[src/inc/fourlic_pkg.sv]
// Constants, register map and carrier types of the four-level interrupt controller.
// Assumes an SFR-style byte port from the processor core, one clock, synchronous reset.
package fourlic_pkg;

    // ============================================================
    // Sizes
    localparam int NSRC = 15;
    localparam int NLVL = 4;

    // ============================================================
    // SFR offsets
    localparam logic [7:0] OFF_ENABLE_REG_FIRST = 8'ha8;
    localparam logic [7:0] OFF_ENABLE_REG_SECOND = 8'he8;
    localparam logic [7:0] OFF_IP0  = 8'hb8;
    localparam logic [7:0] OFF_PRIORITY_HIGH_GROUP0 = 8'hb7;
    localparam logic [7:0] OFF_IP1  = 8'hf8;
    localparam logic [7:0] OFF_PRIORITY_HIGH_GROUP1 = 8'hf7;
    localparam logic [7:0] OFF_TMF  = 8'hea;
    localparam logic [7:0] OFF_TOVF = 8'heb;
    localparam logic [7:0] OFF_ADCC = 8'hc5;

    // ============================================================
    // Field positions and reset values
    localparam int         GLOBAL_EN_BIT = 7;
    localparam int         CONV_FLAG_BIT = 4;
    localparam int         BYTE_OVF_BIT  = 0;
    localparam logic [7:0] RST_REG       = 8'h00;
    localparam logic [3:0] RST_INSERV    = 4'h0;

    // ============================================================
    // Vectors and polling order (source index = vector slot)
    localparam logic [15:0] VEC_BASE = 16'h0003;
    localparam logic [3:0] POLL_ORDER [NSRC] = '{
        4'h0, 4'h5, 4'ha, 4'h1, 4'h6, 4'hb, 4'h2, 4'h7,
        4'hc, 4'h3, 4'h8, 4'hd, 4'h4, 4'h9, 4'he};

    // ============================================================
    // Carriers
    typedef struct packed {
        logic       wr;
        logic       rd;
        logic [7:0] addr;
        logic [7:0] wdata;
    } fourlic_sfr_t;

    typedef struct packed {
        logic [3:0] capture;
        logic [2:0] compare;
        logic       byte_ovf;
        logic       word_ovf;
        logic       conv_done;
    } fourlic_evt_t;

    typedef struct packed {
        logic        req;
        logic [1:0]  level;
        logic [15:0] vector;
    } fourlic_req_t;

endpackage

[src/core/fourlic_core.sv]
// Four-level nested interrupt controller with the timer and converter flag logic.
// Assumes the core acks only while a request is shown and pulses ret once per handler exit.
//
// Overview of operation
// - Fifteen sources, each assignable to one of four levels.
// - Timer gives eight requests: four capture, three compare, OR of overflows.
// - Capture flags set by capture inputs; compare flags set on count match.
// - Byte overflow sets byte flag; word overflow sets word flag.
// - Hardware never clears the nine timer flags; software must clear them.
// - Converter flag set when result ready, cleared only by software.
// - Two-wire request comes from that unit's serial interrupt flag.
// - Software may clear converter flag; writing one to it does nothing.
// - Other flags software set or clear, acting exactly like hardware events.
// - Each source has its own enable bit; one enables, zero disables.
// - Global enable in first enable register gates every request.
// - Each group has enable, low priority and high priority registers.
// - Level is high bit then low bit; 11 highest, 00 lowest.
// - Pending request waits while equal or higher level is in service.
// - Higher level pre-empts lower service, which resumes afterwards.
// - Fixed polling order breaks ties within one level.
// - Each source vectors to fixed address, eight bytes apart from 0003H.
// - First low priority register holds bits x0,t0,x1,t1,uart,twowire,adc.
module fourlic_core
    import fourlic_pkg::*;
(
    // Clock and reset
    input  wire logic         clock,
    input  wire logic         srst,
    // SFR port from the core
    input  wire fourlic_sfr_t sfr,
    output logic [7:0]        sfr_rdata,
    // Level requests from other units
    input  wire logic         external_request_a,
    input  wire logic         external_request_b,
    input  wire logic         timer0_req,
    input  wire logic         timer1_req,
    input  wire logic         uart_req,
    input  wire logic         twowire_req,
    // Event pulses from timer and converter
    input  wire fourlic_evt_t evt,
    // Handshake with the core
    input  wire logic         irq_ack,
    input  wire logic         irq_ret,
    output fourlic_req_t      irq_out,
    output logic [3:0]        in_service
);

    // ============================================================
    // Helpers
    function automatic logic [NSRC-1:0] map_groups(input logic [6:0] g0, input logic [7:0] g1);
        map_groups = {g1[7], g1[6:4], g0[6], g1[3:0], g0[5:0]};
    endfunction

    function automatic logic [2:0] top_level(input logic [3:0] act);
        top_level = act[3] ? 3'b111 : act[2] ? 3'b110 : act[1] ? 3'b101 :
                    act[0] ? 3'b100 : 3'b000;
    endfunction

    // ============================================================
    // Registers
    logic [7:0] enable_reg_first;
    logic [7:0] enable_reg_second;
    logic [7:0] interrupt_priority_low_group0;
    logic [7:0] priority_high_group0;
    logic [7:0] priority_low_group1;
    logic [7:0] priority_high_group1;
    logic [7:0] timer_flags;
    logic [7:0] timer_ovf_reg;
    logic [7:0] converter_control_reg;

    // ============================================================
    // Address decode
    wire logic wr_enable_reg_first = sfr.wr && (sfr.addr == OFF_ENABLE_REG_FIRST);
    wire logic wr_enable_reg_second = sfr.wr && (sfr.addr == OFF_ENABLE_REG_SECOND);
    wire logic wr_ip0  = sfr.wr && (sfr.addr == OFF_IP0);
    wire logic wr_priority_high_group0 = sfr.wr && (sfr.addr == OFF_PRIORITY_HIGH_GROUP0);
    wire logic wr_ip1  = sfr.wr && (sfr.addr == OFF_IP1);
    wire logic wr_priority_high_group1 = sfr.wr && (sfr.addr == OFF_PRIORITY_HIGH_GROUP1);
    wire logic wr_tmf  = sfr.wr && (sfr.addr == OFF_TMF);
    wire logic wr_tovf = sfr.wr && (sfr.addr == OFF_TOVF);
    wire logic wr_adcc = sfr.wr && (sfr.addr == OFF_ADCC);

    wire logic [7:0] read_mux =
        (sfr.addr == OFF_ENABLE_REG_FIRST) ? enable_reg_first :
        (sfr.addr == OFF_ENABLE_REG_SECOND) ? enable_reg_second :
        (sfr.addr == OFF_IP0)  ? {1'b0, interrupt_priority_low_group0[6:0]} :
        (sfr.addr == OFF_PRIORITY_HIGH_GROUP0) ? {1'b0, priority_high_group0[6:0]} :
        (sfr.addr == OFF_IP1)  ? priority_low_group1 :
        (sfr.addr == OFF_PRIORITY_HIGH_GROUP1) ? priority_high_group1 :
        (sfr.addr == OFF_TMF)  ? timer_flags :
        (sfr.addr == OFF_TOVF) ? timer_ovf_reg :
        (sfr.addr == OFF_ADCC) ? converter_control_reg : 8'h00;

    // ============================================================
    // Flag next values: a hardware set always beats a same-cycle clear
    wire logic [7:0] tm_set = {evt.word_ovf, evt.compare, evt.capture};
    wire logic [7:0] next_timer_flags =
        tm_set | (wr_tmf ? sfr.wdata : timer_flags);
    wire logic [7:0] next_timer_ovf_reg =
        {7'h00, evt.byte_ovf | (wr_tovf ? sfr.wdata[BYTE_OVF_BIT]
                                        : timer_ovf_reg[BYTE_OVF_BIT])};
    // Software can only clear the converter flag, never raise it
    wire logic conv_keep = wr_adcc ? sfr.wdata[CONV_FLAG_BIT] : 1'b1;
    wire logic next_conv_flag =
        evt.conv_done | (converter_control_reg[CONV_FLAG_BIT] & conv_keep);

    // ============================================================
    // Sources in vector order
    wire logic byte_overflow_flag = timer_ovf_reg[BYTE_OVF_BIT];
    wire logic word_overflow_flag = timer_flags[7];
    wire logic [3:0] capture_flag = timer_flags[3:0];
    wire logic [2:0] compare_flag = timer_flags[6:4];
    wire logic converter_complete_flag = converter_control_reg[CONV_FLAG_BIT];
    wire logic global_enable_bit = enable_reg_first[GLOBAL_EN_BIT];

    wire logic [NSRC-1:0] src_pend = {
        byte_overflow_flag | word_overflow_flag,
        compare_flag, converter_complete_flag, capture_flag,
        twowire_req, uart_req, timer1_req, external_request_b,
        timer0_req, external_request_a};
    wire logic [NSRC-1:0] src_en = map_groups(enable_reg_first[6:0], enable_reg_second);
    wire logic [NSRC-1:0] src_lo = map_groups(interrupt_priority_low_group0[6:0],
                                              priority_low_group1);
    wire logic [NSRC-1:0] src_hi = map_groups(priority_high_group0[6:0], priority_high_group1);
    wire logic [2:0] act_top = top_level(in_service);
    wire logic [NSRC-1:0] src_live = src_pend & src_en & {NSRC{global_enable_bit}};

    // ============================================================
    // Arbitration: highest level first, then fixed polling order
    logic       win_found;
    logic [3:0] win_idx;
    logic [1:0] win_lvl;
    always_comb begin
        logic [1:0] lv;
        logic [3:0] p;
        lv = 2'b00;
        p = 4'h0;
        win_found = 1'b0;
        win_idx = 4'h0;
        win_lvl = 2'b00;
        for (int l = NLVL - 1; l >= 0; l--) begin
            for (int k = 0; k < NSRC; k++) begin
                p = POLL_ORDER[k];
                lv = {src_hi[p], src_lo[p]};
                if (!win_found && src_live[p] && (lv == 2'(l)) &&
                    (!act_top[2] || (lv > act_top[1:0]))) begin
                    win_found = 1'b1;
                    win_idx = p;
                    win_lvl = lv;
                end
            end
        end
    end

    wire fourlic_req_t next_irq_out = '{
        req:    win_found && !irq_ack,
        level:  win_lvl,
        vector: VEC_BASE + {9'h000, win_idx, 3'b000}};

    // ============================================================
    // Service tracking: return clears the top level, ack sets the new one
    wire logic [3:0] ret_mask = irq_ret ? (4'b0001 << act_top[1:0]) : 4'h0;
    wire logic [3:0] ack_mask = (irq_ack && irq_out.req) ? (4'b0001 << irq_out.level) : 4'h0;
    wire logic [3:0] next_in_service = (in_service & ~ret_mask) | ack_mask;

    // ============================================================
    // State
    always_ff @(posedge clock) begin
        if (srst) begin
            enable_reg_first <= RST_REG;
            enable_reg_second <= RST_REG;
            interrupt_priority_low_group0 <= RST_REG;
            priority_high_group0 <= RST_REG;
            priority_low_group1 <= RST_REG;
            priority_high_group1 <= RST_REG;
            timer_flags <= RST_REG;
            timer_ovf_reg <= RST_REG;
            converter_control_reg <= RST_REG;
            sfr_rdata <= RST_REG;
            irq_out <= '0;
            in_service <= RST_INSERV;
        end else begin
            if (wr_enable_reg_first) enable_reg_first <= sfr.wdata;
            if (wr_enable_reg_second) enable_reg_second <= sfr.wdata;
            if (wr_ip0) interrupt_priority_low_group0 <= {1'b0, sfr.wdata[6:0]};
            if (wr_priority_high_group0) priority_high_group0 <= {1'b0, sfr.wdata[6:0]};
            if (wr_ip1) priority_low_group1 <= sfr.wdata;
            if (wr_priority_high_group1) priority_high_group1 <= sfr.wdata;
            timer_flags <= next_timer_flags;
            timer_ovf_reg <= next_timer_ovf_reg;
            converter_control_reg <= {3'b000, next_conv_flag, 4'h0};
            sfr_rdata <= sfr.rd ? read_mux : 8'h00;
            irq_out <= next_irq_out;
            in_service <= next_in_service;
        end
    end

    // ============================================================
    // Flag and register checks
    // Per-level view of live requests, read only by the checks
    wire logic [NLVL-1:0] live_lvl = {
        |(src_live & src_hi & src_lo), |(src_live & src_hi & ~src_lo),
        |(src_live & ~src_hi & src_lo), |(src_live & ~src_hi & ~src_lo)};

    a_global_gate: assert property (@(posedge clock) disable iff (srst)
        !global_enable_bit |=> !irq_out.req) else $error("request with global enable off");

    a_flag_hw_set: assert property (@(posedge clock) disable iff (srst)
        evt.capture[2] |=> capture_flag[2]) else $error("capture flag not set");

    a_cmp_hw_set: assert property (@(posedge clock) disable iff (srst)
        evt.compare[0] |=> compare_flag[0]) else $error("compare flag not set");

    a_flag_sticky: assert property (@(posedge clock) disable iff (srst)
        compare_flag[1] && !wr_tmf |=> compare_flag[1]) else $error("timer flag lost");

    a_ovf_request: assert property (@(posedge clock) disable iff (srst)
        evt.byte_ovf ##1 !wr_tovf |=> byte_overflow_flag && src_pend[14])
        else $error("overflow request missing");

    a_word_ovf_set: assert property (@(posedge clock) disable iff (srst)
        evt.word_ovf |=> word_overflow_flag && src_pend[14]) else $error("word overflow lost");

    a_conv_hw_set: assert property (@(posedge clock) disable iff (srst)
        evt.conv_done |=> converter_complete_flag) else $error("converter flag not set");

    a_conv_no_sw_set: assert property (@(posedge clock) disable iff (srst)
        !converter_complete_flag && !evt.conv_done |=> !converter_complete_flag)
        else $error("converter flag set without event");

    a_conv_sw_clear: assert property (@(posedge clock) disable iff (srst)
        wr_adcc && !sfr.wdata[CONV_FLAG_BIT] && !evt.conv_done |=> !converter_complete_flag)
        else $error("converter flag not cleared");

    a_sw_set_flag: assert property (@(posedge clock) disable iff (srst)
        wr_tmf && sfr.wdata[0] ##1 src_en[6] && global_enable_bit && !irq_ack && in_service == 4'h0
        |=> irq_out.req) else $error("software flag gave no request");

    a_sw_clear_flag: assert property (@(posedge clock) disable iff (srst)
        wr_tmf && !sfr.wdata[7] && !evt.word_ovf |=> !word_overflow_flag)
        else $error("software clear ignored");

    a_enable_write: assert property (@(posedge clock) disable iff (srst)
        wr_enable_reg_second |=> enable_reg_second == $past(sfr.wdata)) else $error("enable write lost");

    a_uart_disabled: assert property (@(posedge clock) disable iff (srst)
        !$past(src_en[4]) |-> !(irq_out.req && irq_out.vector == 16'h0023))
        else $error("disabled source shown");

    a_prio_low_map: assert property (@(posedge clock) disable iff (srst)
        wr_ip0 |=> interrupt_priority_low_group0 == {1'b0, $past(sfr.wdata[6:0])})
        else $error("priority byte stored wrong");

    a_rdata_idle: assert property (@(posedge clock) disable iff (srst)
        !sfr.rd |=> sfr_rdata == 8'h00) else $error("read data not cleared");

    // ============================================================
    // Arbitration and handshake checks
    // A lower live level shown while a higher one waits would break nesting
    a_level_first: assert property (@(posedge clock) disable iff (srst)
        irq_out.req |-> ($past(live_lvl) >> irq_out.level) == 4'h1)
        else $error("shown level not the highest live");

    a_first_wins: assert property (@(posedge clock) disable iff (srst)
        irq_out.req && irq_out.level == 2'b00 && $past(src_live[0] && !src_hi[0] && !src_lo[0])
        |-> irq_out.vector == VEC_BASE) else $error("polling order broken");

    a_top_preempt: assert property (@(posedge clock) disable iff (srst)
        in_service == 4'b0001 && src_live[3] && src_hi[3] && src_lo[3] && !irq_ack
        |=> irq_out.req && irq_out.level == 2'b11) else $error("no pre-emption");

    a_ack_drop: assert property (@(posedge clock) disable iff (srst)
        irq_ack && irq_out.req |=> !irq_out.req) else $error("request held after ack");

    a_ack_marks: assert property (@(posedge clock) disable iff (srst)
        irq_ack && irq_out.req && !irq_ret |=> in_service[$past(irq_out.level)])
        else $error("acked level not in service");

    a_ret_resume: assert property (@(posedge clock) disable iff (srst)
        irq_ret && !irq_ack && in_service[3] |=> !in_service[3] &&
        in_service[2:0] == $past(in_service[2:0])) else $error("return lost a level");

    a_preempt_only: assert property (@(posedge clock) disable iff (srst)
        irq_out.req && $past(in_service) == in_service && in_service != 4'h0
        |-> irq_out.level > act_top[1:0]) else $error("request does not outrank service");

    a_vector_map: assert property (@(posedge clock) disable iff (srst)
        irq_out.req |-> irq_out.vector[2:0] == 3'b011 && irq_out.vector < 16'h007b)
        else $error("vector off grid");

    // ============================================================
    // Covers
    c_nested: cover property (@(posedge clock) disable iff (srst)
        in_service[0] && irq_ack && irq_out.req && irq_out.level == 2'b11);
    c_resume: cover property (@(posedge clock) disable iff (srst)
        in_service == 4'b1001 ##1 irq_ret ##1 in_service == 4'b0001);
    c_conv_req: cover property (@(posedge clock) disable iff (srst)
        irq_out.req && irq_out.vector == 16'h0053);
    c_sw_raise: cover property (@(posedge clock) disable iff (srst)
        wr_tmf && sfr.wdata[0] ##2 irq_out.req && irq_out.vector == 16'h0033);

endmodule

[config.mk]
export PLATFORM = sky130hd
export DESIGN_NAME = fourlic_core
export DESIGN_NICKNAME = d
export VERILOG_FILES = /design/src/inc/fourlic_pkg.sv /design/src/core/fourlic_core.sv
export SDC_FILE = /design/constraint.sdc
export NUM_CORES = 1
export LEC_CHECK = 0
export BUFFER_PORTS_ARGS = -buffer_cell sky130_fd_sc_hd__buf_2
export CAP_MARGIN = 0
export CORE_ASPECT_RATIO = 0.6
export CORE_MARGIN = 3
export CORE_UTILIZATION = 35
export DETAILED_ROUTE_END_ITERATION = 12
export SYNTH_ARGS = -nofsm -noshare
export SYNTH_HDL_FRONTEND = slang
export SYNTH_SLANG_ARGS = --single-unit
[constraint.sdc]
create_clock -name clock -period 5.1 [get_ports clock]
set_input_delay 0.51 -clock clock [delete_from_list [all_inputs] [get_ports clock]]
set_output_delay 0.51 -clock clock [all_outputs]
set_load 0.05 [all_outputs]
==> impl_metrics.yaml, run 1 <==
outcome:
  status: "finished, final reports clean"
cts:
  cts_buffers: 9
  cts_resized: 0
  clkTransAtPathRegs_ns: 0.07
  clock_sinks: 76
  cts.path.max_buffers: 2
  hold_buffers: 0
  cts_max_level: 3
  postCtsSetupBuffers: 0
  cts_tree: "done"
  clk_latency_ns: 0.34
  root_buffer: "clkbuf_16"
sta:
  grt_setup_unrepaired: "false"
  slew_violations: 0
  setup_violations: 0
  fin_crit_sh_pct: 89.4
  finClkSkew_ns: 0.00869
  hold_slack_ns: 0.388
  tightest_slew_ns: 1.03
  finalHoldViolCount: 0
  relSlewSlack_pct: 29.3
  finalCriticalPeriod_ns: 4.56
  setup_tns_ns: 0
  fmaxAchievable_ghz: 0.219
setup_path:
  crit_arrival_ns: 4.83
  critPathMaxStageDelay_ns: 0.87
  crit_type: "flop to flop"
  r2r_cells: 12
  cp_top_family: "compound AO/OA/AOI/OAI gates"
  cp-start-kind: "flop"
  cp.depth: 12
  crit_slowest_cell: "a2111oi_0"
  worstPathMaxFanout: 11
  crit_chain: "nor2_2 > buf_4 > ha_1 > nor2b_1 > o21ai_1 > a211oi_1 > a2111oi_0 > and2_1 > nand3_2 > o31ai_1 > nor4_1 > a31oi_1"
  crit_required_ns: 5.37
  regToRegStartpoint: "in_service[3]$_SDFF_PP0_"
  timing.rr.end: "irq_out[6]$_SDFF_PP0_"
  path_buf_inv: 1
  reg2reg_slack_ns: 0.54
  cp-end-kind: "flop"
synthesis:
  ys.flop_type: "dfxtp_1"
  synth_area_sq_um: 5560
  synth-seq-cells: 76
  yosysTopAreaCellShare_pct: 27.4
  yosys.cell_types.count: 69
  synthArstFlopShare_pct: 0
  synth_area_per_cell_sq_um: 7.35
  yosys.area.top_type: "dfxtp_1"
  synth_cells: 756
  yosysSeqAreaShare_pct: 27.4
  synth-edff-count: 0
  synth_warnings: 0
  synth_area_leaders: "dfxtp_1, nand2_1, a21oi_1"
final_layout:
  fin_cells: 1013
  nets: 878
  antenna_cells: 0
  area_growth_pct: 14.2
  drive_gt1_share_pct: 14.5
floorplanning:
  start_util_pct: 37.0
  ios: 69
  fp.dieH_microns: 104
  die_w_microns: 169
  die_area_sq_um: 17500
  row_count: 34
  core-area_sq_um: 15000
drt:
  drt_first_iter_violations: 852
  via_per_inst: 5.97
  ant_nets: 0
  dr.pass1.iters: 7
  routed_wl_microns: 20400
  wl_per_cell_microns: 20.2
  num_vias: 6050
  drc: 0
grt:
  overflow: 0
  grt_pass1_wl_microns: 31900
  antenna_found_initial: 0
  grt_usage_pct: 22.9
  grt_pass1_vias: 5533
  grt_max_degree: 66
pwr:
  p_per_area_nw_per_um2: 218
  p_leak_nw: 2.47
  p_total_mw: 1.38
  irDropWorstVdd_uv: 138
place:
  dp_cells: 997
  gp_congestion: 0.994
  port-buffer-count: 58
  dp_hpwl_microns: 15700
worst_hold_path:
  min_to: "irq_out[18]$_SDFF_PP0_"
  min_path_type: "input pin to flop"
  min_from: "irq_ack"
  hold_path_depth: 2
job:
  cap_violations: 0
-- kinds of logic (layout without fill, tap and decap cells) --
group | after synthesis | count (layout) | synth area share [%]
and+or+nand+nor | 339 | 339 | 30.2
other | 1 | 10 | 0.0675
adders and majority gates | 30 | 30 | 6.75
muxes | 17 | 17 | 3.20
AOI/OAI and AO/OA | 215 | 215 | 25.5
DFF | 76 | 76 | 27.4
buffers and inverters | 78 | 128 | 6.86
-- synth_stat cells, types with 2 or more instances --
master       n
a211oi_1    24
a211oi_2     2
a2111o_1     2
nor4_4       2
o21ai_0     12
dfxtp_1     76
mux2_2       6
o22ai_1      3
a222oi_1    12
a21oi_1     87
nand3_1     73
inv_1       33
nor2b_1     19
nand2_1    122
nor3_1      10
clkbuf_1    22
buf_4       12
nand2b_1     7
o211ai_1     3
a21o_1       2
a311oi_1     2
or3_1        4
nand4_1     14
nor2_1      48
and2_1       5
a22oi_1      4
nand3b_1     4
nor4_1       5
nand4b_1     5
buf_2        5
a31oi_1     15
a2111oi_0   11
nand4_2      2
ha_1        30
and3_1       7
o21ai_1     13
buf_6        5
nor3b_1      3
o31ai_1      4
a211o_1      2
mux2i_1     11
-- metal layers --
layer / GRT usage (%) / part of all wire [%]
met4: 3.44 / 0.77
met3: 9.10 / 12
met5: 0 / 0
met2: 29.0 / 37
met1: 35.9 / 50
-- metrics by stage --
step           setup WS, ns  utilization (%)  cell area [sq um]
2_1_floorplan          1.39                -               5590
3_3_place_gp          0.756             40.2               6040
3_5_place_dp          0.732             40.2               6040
4_1_cts               0.718             42.3               6350
5_1_grt               0.230             42.3               6350
6_report              0.539             42.3               6350
-- worst max-delay path by stage --
stage | startpoint | endpoint | slack [ns]
after global routing | in_service[3]$_SDFF_PP0_ | irq_out[6]$_SDFF_PP0_ | 0.23
after detailed placement | in_service[3]$_SDFF_PP0_ | irq_out[6]$_SDFF_PP0_ | 0.73
final | in_service[3]$_SDFF_PP0_ | irq_out[6]$_SDFF_PP0_ | 0.54
after floorplan | in_service[3]$_SDFF_PP0_ | irq_out[4]$_SDFF_PP0_ | 1.39
after global placement | in_service[3]$_SDFF_PP0_ | irq_out[6]$_SDFF_PP0_ | 0.76
after CTS | in_service[3]$_SDFF_PP0_ | irq_out[6]$_SDFF_PP0_ | 0.72
-- area by class of cell --
class | instances | area (sq um)
Clock inverter | 6 | 71.3
Timing Repair Buffer | 79 | 448
Clock buffer | 10 | 239
Fill cell | 1554 | 8670
Sequential cell | 76 | 1520
Inverter | 33 | 124
Multi-Input combinational cell | 611 | 3690
Tap cell | 198 | 248
-- where the power goes --
group          internal, mW  total (mW)  switching, mW
Clock                 0.398       0.691          0.293
Sequential            0.600       0.607        0.00691
Combinational        0.0201      0.0836         0.0634
Total                  1.02        1.38          0.364
-- layout by cell type, fill, tap and decap left out, types with 13 or more instances in the layout --
master    count
a211oi_1     24
a21oi_1      87
a31oi_1      15
buf_2        58
buf_4        21
dfxtp_1      76
ha_1         30
inv_1        33
nand2_1     122
nand3_1      73
nand4_1      14
nor2_1       48
nor2b_1      19
o21ai_1      13
(Power assumes the default switching activity.)
==> run 2: changes to the inputs <==
==> constraint.sdc (replaced) <==
create_clock -name clock -period 5.1 [get_ports clock]
set_input_delay 1.53 -clock clock [delete_from_list [all_inputs] [get_ports clock]]
set_output_delay 1.53 -clock clock [all_outputs]
set_load 0.05 [all_outputs]
==> impl_metrics.yaml, run 2 (same netlist as run 1, synthesis figures left out) <==
pwr:
  p_int_mw: 1.01
  p_per_area_nw_per_um2: 218
  combPwrFrac_pct: 6.0
  power.switching_mw: 0.371
  irDropWorstVdd_uv: 127
  swShare_pct: 26.8
  power_frac_seq_pct: 43.8
  p_leak_nw: 2.48
  p_clk_share_pct: 50.1
sta:
  fin_crit_sh_pct: 87.7
  setup_tns_ns: 0
  slew_violations: 0
  setup_violations: 0
  tightest_slew_ns: 1.16
  hold_slack_ns: 0.482
  relSlewSlack_pct: 20.7
  fmaxAchievable_ghz: 0.224
  grt_setup_unrepaired: "false"
  finalCriticalPeriod_ns: 4.47
  finalHoldViolCount: 0
  finClkSkew_ns: 0.00763
floorplanning:
  ios: 69
  row_count: 34
  die_w_microns: 169
  start_util_pct: 37.0
  fp.dieH_microns: 104
  core-area_sq_um: 15000
  die_area_sq_um: 17500
final_layout:
  final_cell_mix: "nand2_1, a21oi_1, dfxtp_1"
  nFillCells: 1566
  final_common_cell: "nand2_1"
  area_growth_pct: 14.1
  multi_input_area_sq_um: 3690
  regArea_sq_um: 1520
  nets: 877
  antenna_cells: 0
  drive_gt1_share_pct: 14.4
grt:
  grt-busiest-layer: "met1"
  overflow: 0
  grt_max_degree: 65
  antenna_found_initial: 0
  grt_pass1_vias: 5458
  grt_usage_pct: 23.5
  grt_pass1_wl_microns: 32200
  use_met1_pct: 37.6
  grt_use_met2_pct: 28.8
  grt.met3_usage_pct: 8.87
setup_path:
  crit_type: "flop to flop"
  worstPathMaxFanout: 12
  r2r_cells: 13
  cp-end-kind: "flop"
  reg2reg_slack_ns: 0.63
  cp-start-kind: "flop"
  crit_chain: "nor2_2 > buf_4 > ha_1 > nor2b_1 > o21ai_1 > a211oi_1 > a211oi_1 > nand3_1 > nor3_2 > nand3_2 > o31ai_1 > nor4_1 > a31oi_1"
  crit_path_end: "irq_out[6]$_SDFF_PP0_"
  timing.rr.end: "irq_out[6]$_SDFF_PP0_"
  critPathMaxStageDelay_ns: 0.75
  crit_required_ns: 5.37
  crit_arrival_ns: 4.74
  crit_slowest_cell: "nor3_2"
  crit_top_cell: "a211oi_1"
  startpoint: "in_service[3]$_SDFF_PP0_"
  regToRegStartpoint: "in_service[3]$_SDFF_PP0_"
cts:
  clock_sinks: 76
  cts_max_level: 3
  cts_buffers: 9
  clkTransAtPathRegs_ns: 0.07
  clk_latency_ns: 0.35
  cts_resized: 0
  cts_tree: "done"
  cts.path.max_buffers: 2
  root_buffer: "clkbuf_16"
  postCtsSetupBuffers: 0
  hold_buffers: 0
drt:
  ant_nets: 0
  dr.pass1.iters: 7
  drt_first_iter_violations: 995
  wl_per_cell_microns: 20.5
  drc: 0
  num_vias: 6111
  routed_wl_microns: 20700
  via_per_inst: 6.04
place:
  dp_hpwl_microns: 16000
  gp_congestion: 1.07
  port-buffer-count: 58
outcome:
  status: "finished, final reports clean"
worst_hold_path:
  min_path_type: "flop to flop"
job:
  cap_violations: 0
-- run 2: changes by cell type in the layout (fill, tap and decap cells not counted) --
cell	delta
clkbuf_8	-1
clkinvlp_4	-2
inv_6	+1
buf_4	-1
inv_8	+2
-- run 2: worst max-delay path, delay by kind of cell (launching register included) --
family          cells  cell delay [ns]
compound gates      5             1.47
buf+inv             1             0.25
simple gates        6             2.04
flops               1             0.36
fa+ha+maj           1             0.24
-- run 2: final cells by class --
type                            count  share of cell area (%)
Clock buffer                        9                    3.55
Tap cell                          198                    3.91
Timing Repair Buffer               78                    6.95
Inverter                           33                    1.95
Clock inverter                      7                    1.38
Multi-Input combinational cell    611                    58.3
Sequential cell                    76                    24.0
-- run 2: power groups by stage --
stage                     combinational [mW]  clock, mW  sequential [mW]
after floorplan                       0.0525          0            0.619
after global placement                0.0815          0            0.620
after detailed placement              0.0815          0            0.620
after CTS                             0.0817      0.701            0.606
after global routing                  0.0891      0.726            0.607
final                                 0.0836      0.694            0.607
-- run 2: how the worst min path moves through the flow --
stage / cells past startpoint / from / slack (ns) / end
2_1_floorplan: 2 / enable_reg_first[5]$_SDFFE_PP0P_ / 0.44 / enable_reg_first[5]$_SDFFE_PP0P_
6_report: 2 / enable_reg_second[2]$_SDFFE_PP0P_ / 0.48 / enable_reg_second[2]$_SDFFE_PP0P_
5_1_grt: 2 / enable_reg_second[0]$_SDFFE_PP0P_ / 0.50 / enable_reg_second[0]$_SDFFE_PP0P_
3_3_place_gp: 2 / enable_reg_second[2]$_SDFFE_PP0P_ / 0.47 / enable_reg_second[2]$_SDFFE_PP0P_
4_1_cts: 2 / enable_reg_second[2]$_SDFFE_PP0P_ / 0.48 / enable_reg_second[2]$_SDFFE_PP0P_
3_5_place_dp: 2 / enable_reg_second[7]$_SDFFE_PP0P_ / 0.47 / enable_reg_second[7]$_SDFFE_PP0P_
-- run 2: per-layer routing --
| layer | routed length (microns) | up-vias |
|---|---|---|
| li1 | - | 2894 |
| met1 | 10100 | 2799 |
| met2 | 7470 | 394 |
| met3 | 2900 | 24 |
| met4 | 247 | 0 |
| met5 | 0 | - |
-- run 2: metrics by stage --
stage | std cells | power (mW) | util, % | area (sq um) | setup slack, ns
detailed placement | 996 | 0.701 | 40.1 | 6030 | 0.724
global placement | 996 | 0.701 | 40.1 | 6030 | 0.849
finish | 1012 | 1.38 | 42.2 | 6340 | 0.628
floorplan | 765 | 0.671 | - | 5590 | 1.37
global route | 1012 | 1.42 | 42.2 | 6340 | 0.242
CTS | 1012 | 1.39 | 42.2 | 6340 | 0.708
